`config.mk`:
```
export PLATFORM = sky130hd
export DESIGN_NAME = rng_core
export DESIGN_NICKNAME = d
export VERILOG_FILES = /design/src/rng_pkg.sv /design/src/rng_core.sv
export SDC_FILE = /design/constraint.sdc
export NUM_CORES = 1
export LEC_CHECK = 0
export BUFFER_PORTS_ARGS = -buffer_cell sky130_fd_sc_hd__clkbuf_2
export CORE_ASPECT_RATIO = 1.1
export CORE_MARGIN = 5
export CORE_UTILIZATION = 65
export DETAILED_ROUTE_END_ITERATION = 16
export GPL_TIMING_DRIVEN = 0
export MAX_ROUTING_LAYER = met4
export PLACE_DENSITY = 0.84
export SETUP_SLACK_MARGIN = 0.3
export SYNTH_ARGS = -nofsm -noshare
export SYNTH_HDL_FRONTEND = slang
export SYNTH_SLANG_ARGS = --single-unit
export TNS_END_PERCENT = 50
```
`constraint.sdc`:
```
create_clock -name sys_clk_in -period 10 [get_ports sys_clk_in]
set_input_delay 2 -clock sys_clk_in [delete_from_list [all_inputs] [get_ports sys_clk_in]]
set_output_delay 2 -clock sys_clk_in [all_outputs]
set_load 0.01 [all_outputs]
```
`src/rng_pkg.sv`:
```
// Constants shared by the random number block.
// Assumes one 10 MHz peripheral clock and the bus maps below.
package rng_pkg;
   // =====================================
   // Widths and depths
   localparam int WORD_W = 32; // Random word width
   localparam int FIFO_DEPTH = 32; // FIFO entries
   localparam int PTR_W = 5; // FIFO pointer width
   localparam int LVL_W = 6; // Fill level width
   localparam int APB_AW = 12; // Register address width
   // =====================================
   // Timing
   localparam int WORD_CYCLES = 512; // Clock cycles per word
   localparam logic [8:0] WORD_LAST = 9'h1FF; // Last cycle of a word
   // =====================================
   // Addresses
   localparam logic [31:0] RANDOM_WORD_READ_PORT = 32'h40040000; // FIFO pop port
   localparam logic [11:0] RNG_CONTROL_REGISTER = 12'h000; // Enable and source
   localparam logic [11:0] FILL_LEVEL_REGISTER = 12'h004; // Words held
   localparam logic [11:0] BUS_CLOCK_CONTROL_REGISTER = 12'h008; // Clock gate
   // =====================================
   // Field positions
   localparam int GENERATION_ENABLE_BIT = 0; // In control register
   localparam int ENTROPY_SOURCE_SELECT_BIT = 1; // In control register
   localparam int RNG_CLOCK_GATE_BIT = 0; // In clock control register
   // =====================================
   // Reset values and LFSR taps
   localparam logic [31:0] LFSR_SEED = 32'h0000_0001; // Pseudo source seed
   localparam logic [31:0] LFSR_TAPS = 32'h8020_0003; // Pseudo source taps
   localparam logic [31:0] ZERO_WORD = 32'h0000_0000; // Cleared word
endpackage
```
`src/rng_core.sv`:
```
// Ring oscillator random number generator with FIFO and two bus ports.
// Assumes an async oscillator bit on a pin and AHB-lite / APB masters on sys_clk_in.
`timescale 1ns/100ps
module rng_core
   import rng_pkg::*;
(
   input wire logic sys_clk_in, // 10 MHz clock
   input wire logic rst_b_in, // Async reset, active low
   input wire logic ring_osc_bit_in, // Raw oscillator bit, async
   output logic osc_enable_out, // Oscillator run enable
   input wire logic hsel_in, // AHB select
   input wire logic [31:0] haddr_in, // AHB address
   input wire logic [1:0] htrans_in, // AHB transfer type
   input wire logic hwrite_in, // AHB write
   input wire logic hready_in, // AHB bus ready
   output logic [31:0] hrdata_out, // AHB read data
   output logic hreadyout_out, // AHB slave ready
   output logic hresp_out, // AHB response
   input wire logic psel_in, // APB select
   input wire logic penable_in, // APB enable
   input wire logic pwrite_in, // APB write
   input wire logic [rng_pkg::APB_AW-1:0] paddr_in, // APB address
   input wire logic [31:0] pwdata_in, // APB write data
   output logic [31:0] prdata_out, // APB read data
   output logic pready_out, // APB ready
   output logic pslverr_out, // APB error
   output logic rng_interrupt_out // Data available interrupt
);
   // =====================================
   // Helpers

   // APB address match to one offset
   function automatic logic apb_hit(input logic [APB_AW-1:0] a, input logic [APB_AW-1:0] o);
      apb_hit = (a == o);
   endfunction

   // =====================================
   // Declarations
   logic osc_meta; // First sync stage
   logic osc_sync; // Second sync stage
   logic generation_enable; // Control bit
   logic entropy_source_select; // Control bit
   logic rng_clock_gate; // Clock control bit
   logic next_generation_enable;
   logic next_entropy_source_select;
   logic next_rng_clock_gate;
   logic [31:0] lfsr; // Pseudo random source
   logic [31:0] next_lfsr;
   logic [31:0] shreg; // Whitening shift register
   logic [31:0] next_shreg;
   logic [8:0] cyc_cnt; // Cycles into current word
   logic [8:0] next_cyc_cnt;
   logic word_done; // Word ready for buffer
   logic run; // Generation running
   logic ent_bit; // Selected entropy bit
   logic [31:0] buf0; // Buffer head
   logic [31:0] buf1; // Buffer tail
   logic [1:0] buf_cnt; // Buffer entries
   logic [31:0] next_buf0;
   logic [31:0] next_buf1;
   logic [1:0] next_buf_cnt;
   logic buf_in_ready; // Buffer accepts a word
   logic buf_out_valid; // Buffer holds a word
   logic buf_out_ready; // FIFO accepts a word
   logic [31:0] fifo_mem [FIFO_DEPTH]; // Word storage
   logic [PTR_W-1:0] wr_ptr; // Write pointer
   logic [PTR_W-1:0] rd_ptr; // Read pointer
   logic [LVL_W-1:0] fill; // Words held
   logic [PTR_W-1:0] next_wr_ptr;
   logic [PTR_W-1:0] next_rd_ptr;
   logic [LVL_W-1:0] next_fill;
   logic fifo_full; // FIFO at depth
   logic push; // Word into FIFO
   logic pop; // Word out of FIFO
   logic ahb_rd; // Valid read of random port
   logic [31:0] hrdata; // Read data register
   logic [31:0] next_hrdata;
   logic [31:0] prdata; // APB data register
   logic [31:0] next_prdata;
   logic irq; // Interrupt register
   logic next_irq;

   // =====================================
   // Oscillator input synchroniser

   // Two flops before any use
   always_ff @(posedge sys_clk_in or negedge rst_b_in) begin
      if (!rst_b_in) begin
         osc_meta <= 1'b0;
         osc_sync <= 1'b0;
      end else begin
         osc_meta <= ring_osc_bit_in;
         osc_sync <= osc_meta;
      end
   end

   // =====================================
   // Control registers

   // APB writes; enable refused while full
   always_comb begin
      next_generation_enable = generation_enable;
      next_entropy_source_select = entropy_source_select;
      next_rng_clock_gate = rng_clock_gate;
      if (psel_in && penable_in && pwrite_in) begin
         if (apb_hit(paddr_in, RNG_CONTROL_REGISTER)) begin
            // Setting ignored when FIFO already full
            next_generation_enable = pwdata_in[GENERATION_ENABLE_BIT] && !fifo_full;
            next_entropy_source_select = pwdata_in[ENTROPY_SOURCE_SELECT_BIT];
         end
         if (apb_hit(paddr_in, BUS_CLOCK_CONTROL_REGISTER)) begin
            next_rng_clock_gate = pwdata_in[RNG_CLOCK_GATE_BIT];
         end
      end
   end

   // APB read data from flops
   always_comb begin
      next_prdata = ZERO_WORD;
      if (psel_in && !penable_in && !pwrite_in) begin
         if (apb_hit(paddr_in, RNG_CONTROL_REGISTER)) begin
            next_prdata[GENERATION_ENABLE_BIT] = generation_enable;
            next_prdata[ENTROPY_SOURCE_SELECT_BIT] = entropy_source_select;
         end else if (apb_hit(paddr_in, FILL_LEVEL_REGISTER)) begin
            next_prdata[LVL_W-1:0] = fill;
         end else if (apb_hit(paddr_in, BUS_CLOCK_CONTROL_REGISTER)) begin
            next_prdata[RNG_CLOCK_GATE_BIT] = rng_clock_gate;
         end
      end else begin
         next_prdata = prdata; // Hold through access phase
      end
   end

   // Register the control group
   always_ff @(posedge sys_clk_in or negedge rst_b_in) begin
      if (!rst_b_in) begin
         generation_enable <= 1'b0;
         entropy_source_select <= 1'b0;
         rng_clock_gate <= 1'b0;
         prdata <= ZERO_WORD;
      end else begin
         generation_enable <= next_generation_enable;
         entropy_source_select <= next_entropy_source_select;
         rng_clock_gate <= next_rng_clock_gate;
         prdata <= next_prdata;
      end
   end

   // =====================================
   // Word generator

   // Run only enabled and with room
   assign run = generation_enable && !fifo_full;
   // Zero picks oscillators, else LFSR
   assign ent_bit = entropy_source_select ? lfsr[0] : osc_sync;
   assign word_done = run && (cyc_cnt == WORD_LAST);

   // Shift, count, and stall on full buffer
   always_comb begin
      next_lfsr = lfsr;
      next_shreg = shreg;
      next_cyc_cnt = cyc_cnt;
      if (run) begin
         next_lfsr = lfsr[0] ? ((lfsr >> 1) ^ LFSR_TAPS) : (lfsr >> 1);
         if (!(word_done && !buf_in_ready)) begin
            // Whitening by folding oldest bit in
            next_shreg = {shreg[30:0], shreg[31] ^ ent_bit};
            next_cyc_cnt = cyc_cnt + 9'h001;
         end
      end
   end

   // Register the generator group
   always_ff @(posedge sys_clk_in or negedge rst_b_in) begin
      if (!rst_b_in) begin
         lfsr <= LFSR_SEED;
         shreg <= ZERO_WORD;
         cyc_cnt <= 9'h000;
      end else begin
         lfsr <= next_lfsr;
         shreg <= next_shreg;
         cyc_cnt <= next_cyc_cnt;
      end
   end

   // =====================================
   // Two-entry buffer

   assign buf_in_ready = (buf_cnt != 2'h2);
   assign buf_out_valid = (buf_cnt != 2'h0);
   assign buf_out_ready = !fifo_full;

   // Accept finished word, drain head to FIFO
   always_comb begin
      next_buf0 = buf0;
      next_buf1 = buf1;
      next_buf_cnt = buf_cnt;
      if (buf_out_valid && buf_out_ready) begin
         next_buf0 = buf1;
         next_buf_cnt = next_buf_cnt - 2'h1;
      end
      if (word_done && buf_in_ready) begin
         if (next_buf_cnt == 2'h0) begin
            next_buf0 = shreg;
         end else begin
            next_buf1 = shreg;
         end
         next_buf_cnt = next_buf_cnt + 2'h1;
      end
   end

   // Register the buffer group
   always_ff @(posedge sys_clk_in or negedge rst_b_in) begin
      if (!rst_b_in) begin
         buf0 <= ZERO_WORD;
         buf1 <= ZERO_WORD;
         buf_cnt <= 2'h0;
      end else begin
         buf0 <= next_buf0;
         buf1 <= next_buf1;
         buf_cnt <= next_buf_cnt;
      end
   end

   // =====================================
   // Random word FIFO

   assign fifo_full = (fill == LVL_W'(FIFO_DEPTH));
   assign push = buf_out_valid && buf_out_ready;
   // Pop at fixed address, gate set, data held
   assign ahb_rd = hsel_in && htrans_in[1] && !hwrite_in && hready_in
                   && (haddr_in == RANDOM_WORD_READ_PORT);
   assign pop = ahb_rd && rng_clock_gate && (fill != 6'h00);

   // Pointers and level
   always_comb begin
      next_wr_ptr = wr_ptr;
      next_rd_ptr = rd_ptr;
      next_fill = fill;
      if (push) begin
         next_wr_ptr = wr_ptr + 5'h01;
         next_fill = next_fill + 6'h01;
      end
      if (pop) begin
         next_rd_ptr = rd_ptr + 5'h01;
         next_fill = next_fill - 6'h01;
      end
   end

   // Storage write, no reset needed
   always_ff @(posedge sys_clk_in) begin
      if (push) begin
         fifo_mem[wr_ptr] <= buf0;
      end
   end

   // Register the FIFO pointers
   always_ff @(posedge sys_clk_in or negedge rst_b_in) begin
      if (!rst_b_in) begin
         wr_ptr <= 5'h00;
         rd_ptr <= 5'h00;
         fill <= 6'h00;
      end else begin
         wr_ptr <= next_wr_ptr;
         rd_ptr <= next_rd_ptr;
         fill <= next_fill;
      end
   end

   // =====================================
   // AHB read data and interrupt

   // Word bit 0 is byte lane 0, little-endian
   always_comb begin
      next_hrdata = ZERO_WORD;
      if (pop) begin
         next_hrdata = fifo_mem[rd_ptr];
      end
      // Level while enabled and data held, drops with the enable write
      next_irq = next_generation_enable && (next_fill != 6'h00);
   end

   // Register the answer group
   always_ff @(posedge sys_clk_in or negedge rst_b_in) begin
      if (!rst_b_in) begin
         hrdata <= ZERO_WORD;
         irq <= 1'b0;
      end else begin
         hrdata <= next_hrdata;
         irq <= next_irq;
      end
   end

   // =====================================
   // Outputs
   assign osc_enable_out = run;
   assign hrdata_out = hrdata;
   assign hreadyout_out = 1'b1; // Zero wait states
   assign hresp_out = 1'b0; // Always OKAY
   assign prdata_out = prdata;
   assign pready_out = 1'b1; // No wait states
   assign pslverr_out = 1'b0; // Unmapped reads zero
   assign rng_interrupt_out = irq;
endmodule

```
# After elaboration in Yosys (flattened, before gate mapping)
# Memories as Yosys holds them, arrays and structs flattened.
# Index checks and enable logic that the tools add are counted.
[totals]
n_memories = 1
reg_bits = 199
ram_bits = 1024
out_inout_bits = 70
[mem_list]
columns = ["memory", "depth", "word_bits", "rd", "rd_ports_with_merged_regs", "write_ports", "line", "source"]
rows = [
  ["fifo_mem", 32, 32, 1, 0, 1, "rng_core.sv:65", "logic [31:0] fifo_mem [FIFO_DEPTH];"],
]
[classes]
add_sub_neg = 7
n_bitwise = 4
eq_ne = 6
reduce_logical = 31
n_mux = 19
[ops]
columns = ["operator", "count"]
rows = [
  ["32-bit two-way mux", 5],
  ["32-bit by 31-bit equality test with 1-bit output (second input constant)", 1],
  ["1-bit logical AND", 17],
  ["12-bit by 3-bit equality test with 1-bit output (second input constant)", 1],
  ["12-bit by 4-bit equality test with 1-bit output (second input constant)", 1],
  ["12-bit logical NOT", 1],
  ["6-bit two-way mux", 2],
  ["6-bit nonzero test", 2],
  ["5-bit by 1-bit adder with 5-bit output (second input constant)", 2],
  ["9-bit by 1-bit adder with 9-bit output (second input constant)", 1],
  ["9-bit equality test (second input constant)", 1],
  ["2-bit AND reduction", 4],
  ["1-bit two-way mux", 7],
  ["6-bit by 1-bit adder with 6-bit output (second input constant)", 1],
  ["6-bit equality test (second input constant)", 1],
  ["2-bit two-way mux", 3],
  ["6-bit by 1-bit subtractor with 6-bit output (second input constant)", 1],
  ["1-bit logical NOT", 5],
  ["5-bit two-way mux", 1],
  ["4-bit two-way mux", 1],
  ["3-bit inverter with 4-bit output", 1],
  ["2-bit by 1-bit adder with 2-bit output (second input constant)", 1],
  ["2-bit logical NOT", 1],
  ["2-bit != test (second input constant)", 1],
  ["other kinds (4)", 5],
]

# Logic depth before layout (Yosys ltp)
[depth]
ltp_word = 9
ltp_mapped = 12
mapped_depth_nobuf = 11

# Worst setup path before layout
# No wires, ideal clock.
[synth_timing]
path_type = "input-to-reg"
from = "in haddr_in[12]"
to = "reg irq (netlist: rng_interrupt_out)"
setup_time_ns = 0.132
n_path_buf = 0
t_arrival_ns = 3.442
slack_ns = 6.426
path_stages = 6
required_ns = 9.868
path_cell_list = "nor4b_1 nand4_1 or4_1 nand3b_1 xnor2_1 a31oi_1"
[synth_between]
elab_chain_len = 7
[synth_rtl]
columns = ["item", "line", "source"]
rows = [
  ["start, declared", "rng_core.sv:12", "input wire logic [31:0] haddr_in,"],
  ["32-bit by 31-bit equality test with 1-bit output", "rng_core.sv:232", "&& (haddr_in == RANDOM_WORD_READ_PORT);"],
  ["1-bit logical AND", "rng_core.sv:232", ""],
  ["1-bit logical AND (2 in series)", "rng_core.sv:233", "assign pop = ahb_rd && rng_clock_gate && (fill != 6'h00);"],
  ["6-bit two-way mux", "rng_core.sv:244", "if (pop) begin"],
  ["6-bit nonzero test", "rng_core.sv:280", "next_irq = next_generation_enable && (next_fill != 6'h00);"],
  ["1-bit logical AND", "rng_core.sv:280", ""],
  ["named net next_irq", "rng_core.sv:81", "logic next_irq;"],
  ["end signal, assigned", "rng_core.sv:290", "irq <= next_irq;"],
  ["end, declared", "rng_core.sv:80", "logic irq;"],
]
# The timed path passes the listed nets, and every way through them passes these cells.
# A chain may end at the register's enable or synchronous reset.

# Worst setup path after layout
[layout_timing]
from = "reg fill[0]"
to = "out osc_enable_out"
[layout_between]
elab_chain_len = 3
[layout_rtl]
columns = ["item", "line", "source"]
rows = [
  ["start, declared", "rng_core.sv:68", "logic [LVL_W-1:0] fill;"],
  ["start signal, assigned", "rng_core.sv:266", "fill <= next_fill;"],
  ["6-bit equality test", "rng_core.sv:228", "assign fifo_full = (fill == LVL_W'(FIFO_DEPTH));"],
  ["1-bit logical NOT", "rng_core.sv:153", "assign run = generation_enable && !fifo_full;"],
  ["1-bit logical AND", "rng_core.sv:153", ""],
  ["end, declared", "rng_core.sv:10", "output logic osc_enable_out,"],
]
# No other way between the ends.

==> out/qor.txt <==
CLOCK TREE
--------------------------------------------------------------------------------
Clock buffer count from CTS .......................................          112
Hold buffer count at cts ..........................................            0
Post-CTS Repair Setup Buffers .....................................            0
Deepest clock path buffer count ...................................            3
Clock tree from TritonCTS .........................................        built
Clk slew on worst S/H paths .......................................      0.06 ns
Worst-skew pair later-pin latency .................................      0.70 ns
CTS resizes .......................................................            0
Maximum level of the CTS H-tree ...................................            3
Clock net sink count ..............................................         1223
CTS root buffer ...................................................    clkbuf_16

SETUP PATH
--------------------------------------------------------------------------------
Cell-by-cell trace of the critical path ........................... inv_1 > ha_1 > nor4b_4 > a21boi_1 > buf_2 > buf_1 > clkbuf_2
Worst reg-to-reg path cell count ..................................            9
Cell family with the largest share of critical-path delay ......... buffers and inverters
Peak fanout along the critical path ...............................           10
Master of the slowest instance on the critical path ...............      dfrtp_1
Worst stage delay on the critical path ............................      0.44 ns
Number of buffer and inverter stages on the critical path .........            4
Crit start category ...............................................         flop
Startpoint of the worst-slack reg-to-reg timing path .............. fill[0]$_DFF_PN0_
WP data required ..................................................      8.00 ns
Worst reg-to-reg setup slack ......................................      5.75 ns
Arrival time at the worst endpoint ................................      2.73 ns
Crit path kind ....................................................   reg -> out
Nature of the critical path endpoint ..............................  output port
Reg-to-reg endpoint ............................................... fifo_mem[17][22]$_DFFE_PP_

ROUTING
--------------------------------------------------------------------------------
First-pass detailed-route iteration total .........................            6
Via total after detailed routing ..................................        25700
Residual DRC count ................................................            0
Number of vias per cell ...........................................         7.25
Violation count after the first detailed-route iteration ..........         4107
Average detailed-routed wire length per instance ..................      38.1 um
Final wirelength ..................................................       135 mm
Detail Route Antenna Nets .........................................            0

TIMING
--------------------------------------------------------------------------------
Final count of hold timing violations .............................            0
Slew of the pin with the lowest slew margin .......................      1.37 ns
Min Tclk post-route ...............................................      4.73 ns
Worst clock skew ..................................................    0.0414 ns
Setup TNS .........................................................         0 ns
Rel. slew slack ...................................................       0.0884
Final setup vio count .............................................            0
Final slew viol count .............................................            0
RSZ-0062 raised after global routing ..............................           no
Share of the clock period used by the worst path ..................        0.473
Highest clock frequency the design can meet .......................      211 MHz

GLOBAL ROUTING
--------------------------------------------------------------------------------
Routing usage on met1 .............................................        0.438
Wire length of the first global-routing pass ......................       193 mm
Number of antenna violations at the first check in global routing .            4
Number of global-route vias before repair .........................        26800
Layer with the highest usage after global routing .................         met2
Global routing usage on met2 ......................................        0.584
Met3 Usage GRT ....................................................       0.0777
Aggregate global routing overflow .................................            0
Maximum number of pins on one net before global-route repair ......          108
Combined global-route utilization of all metal layers .............        0.361

FLOORPLANNING
--------------------------------------------------------------------------------
Total number of placement rows ....................................          103
Die X .............................................................       267 um
Initial Utilization ...............................................        0.657
Die footprint ..................................................... 0.0782 sq mm
Die outline height ................................................       293 um
Placeable Area .................................................... 0.0719 sq mm
Top-level I/O count ...............................................          157

POWER AND IR DROP
--------------------------------------------------------------------------------
Relative contribution of the clock network to total power .........        0.449
Leak pwr ..........................................................    0.0154 uW
Internal power summed over all cells ..............................      7980 uW
Power share of the combinational group ............................        0.005
Final Power .......................................................     10000 uW
Switching share of power ..........................................        0.201
Power density over the cells ......................................  185 mW/mm^2
Worst ir drop on vdd ..............................................     0.162 mV
Net switching power ...............................................      2010 uW
Sequential share of power .........................................        0.546

PLACE
--------------------------------------------------------------------------------
Placed instance area .............................................. 0.0501 sq mm
Detailed-placement wirelength estimate ............................      75.9 mm
Final weighted congestion in routability-driven placement .........        0.802
DP Cell Count .....................................................         3332
Port Buffer Count .................................................           95

STATUS
--------------------------------------------------------------------------------
Outcome ........................................................... finished, final reports clean

FINISH
--------------------------------------------------------------------------------
Cell area after layout ............................................ 0.0539 sq mm
Leading cell type in the layout, fill and taps excluded ...........     edfxtp_1
P&R area growth vs syn ............................................        14.1%
Share of layout cells above drive strength 1 ......................        0.311
Non-Filler Instances ..............................................         3549
Commonest cells after routing, fill and taps aside ................ edfxtp_1 (1024), mux4_2 (320), dfrtp_1 (198)
NumNets Final .....................................................         2601

SYNTH
--------------------------------------------------------------------------------
Post-synthesis cell area .......................................... 0.0473 sq mm
Post-synthesis cell count .........................................         2229
Post-synth top flop ...............................................     edfxtp_1
Yosys Warn Count ..................................................            0
Flop and latch count out of synthesis .............................         1223
Synthesized area per cell .........................................   21.2 sq um
Count of cell types in the netlist ................................           51
Share of synthesized flip-flops with an asynchronous set or reset .        0.163
EDFF count, synth .................................................         1024
Sequential fraction of the synthesis area .........................        0.756

RUN
--------------------------------------------------------------------------------
Max_cap viols .....................................................            0

WORST HOLD PATH
--------------------------------------------------------------------------------
Instance count along the most critical hold path ..................            0
Worst Hold Endpoint ............................................... osc_sync$_DFF_PN0_
Min-delay worst type ..............................................   reg -> reg
Worst min-delay path startpoint ................................... osc_meta$_DFF_PN0_

## power by group through the flow
stage / Clock, uW / Sequential (uW) / Combinational (uW)
3_5_place_dp: 0 / 5560 / 51.8
6_report: 4490 / 5450 / 52.2
2_1_floorplan: 0 / 5560 / 18.0
4_1_cts: 4460 / 5450 / 52.3
3_3_place_gp: 0 / 5560 / 47.2
5_1_grt: 4710 / 5450 / 59.0
## flip-flops by register name, indices dropped and copies added (netlist names), 2 cells and up
| name | flops |
|---|---|
| fifo_mem | 1024 |
| buf0 | 32 |
| buf1 | 32 |
| hrdata_out | 32 |
| lfsr | 32 |
| shreg | 32 |
| cyc_cnt | 9 |
| fill | 6 |
| prdata_out | 6 |
| rd_ptr | 5 |
| wr_ptr | 5 |
| buf_cnt | 2 |
## kinds of logic (layout without fill, tap and decap cells)
| group | count (synthesis) | in the layout | share of synthesized area |
|---|---|---|---|
| xor+xnor | 30 | 30 | 0.00556 |
| simple gates | 302 | 302 | 0.0285 |
| other cells | 2 | 33 | 0.000159 |
| compound gates | 54 | 54 | 0.00633 |
| fa+ha+maj | 13 | 13 | 0.00344 |
| buf+inv | 154 | 498 | 0.0179 |
| mux | 451 | 451 | 0.182 |
| flops | 1223 | 1223 | 0.756 |
## synth_stat cells, types with 10 or more instances
master / count / area share
a21oi_1: 37 / 0.0039
buf_1: 18 / 0.0014
buf_2: 20 / 0.0021
buf_4: 53 / 0.0084
clkbuf_1: 47 / 0.0037
dfrtp_1: 198 / 0.10
edfxtp_1: 1024 / 0.65
ha_1: 13 / 0.0034
inv_1: 10 / 0.00079
mux2_2: 57 / 0.014
mux2i_1: 67 / 0.014
mux4_2: 320 / 0.15
nand2_1: 134 / 0.011
nor2_1: 109 / 0.0087
xnor2_1: 22 / 0.0041
## final cells by class
type	instances	area, sq um
Antenna cell	3	7.51
Clock buffer	153	3160
Multi-Input combinational cell	880	11000
Clock inverter	61	649
Inverter	10	37.5
Timing Repair Buffer	130	1340
Buffer	144	811
Fill cell	3519	18000
Sequential cell	1223	35700
Tap cell	945	1180
## through the flow
| stage | hold WS [ns] | setup slack (ns) | utilization |
|---|---|---|---|
| 4_1_cts | 0.349 | 5.24 | 0.750 |
| 3_5_place_dp | 0.335 | 5.76 | 0.697 |
| 3_3_place_gp | 0.333 | 3.03 | 0.682 |
| 2_1_floorplan | 0.331 | 6.43 | - |
| 5_1_grt | 0.355 | 5.07 | 0.750 |
| 6_report | 0.348 | 5.27 | 0.750 |
## how the worst max path moves through the flow
stage	start	endpoint	cells past startpoint
CTS	fill[0]$_DFF_PN0_	osc_enable_out	7
global route	fill[0]$_DFF_PN0_	osc_enable_out	7
global placement	rst_b_in	hrdata_out[10]$_DFF_PN0_	1
finish	fill[0]$_DFF_PN0_	osc_enable_out	7
detailed placement	haddr_in[6]	hrdata_out[7]$_DFF_PN0_	7
floorplan	haddr_in[12]	rng_interrupt_out$_DFF_PN0_	6
## per-layer routing
metal	share of wire	wire length, um
met3	0.12	16000
met2	0.51	68300
met4	0.068	9160
met5	0	0
met1	0.31	41700
## worst register-to-register path: stages (launching register included)
cell and delay (ns):
dfrtp_1 0.44, inv_1 0.10, ha_1 0.23, nor4b_4 0.15, a21oi_1 0.15, buf_2 0.29
buf_1 0.53, nand2_1 0.70, nor2_4 1.07, buf_16 0.28
No activity file was read; power rests on OpenSTA's default activity.
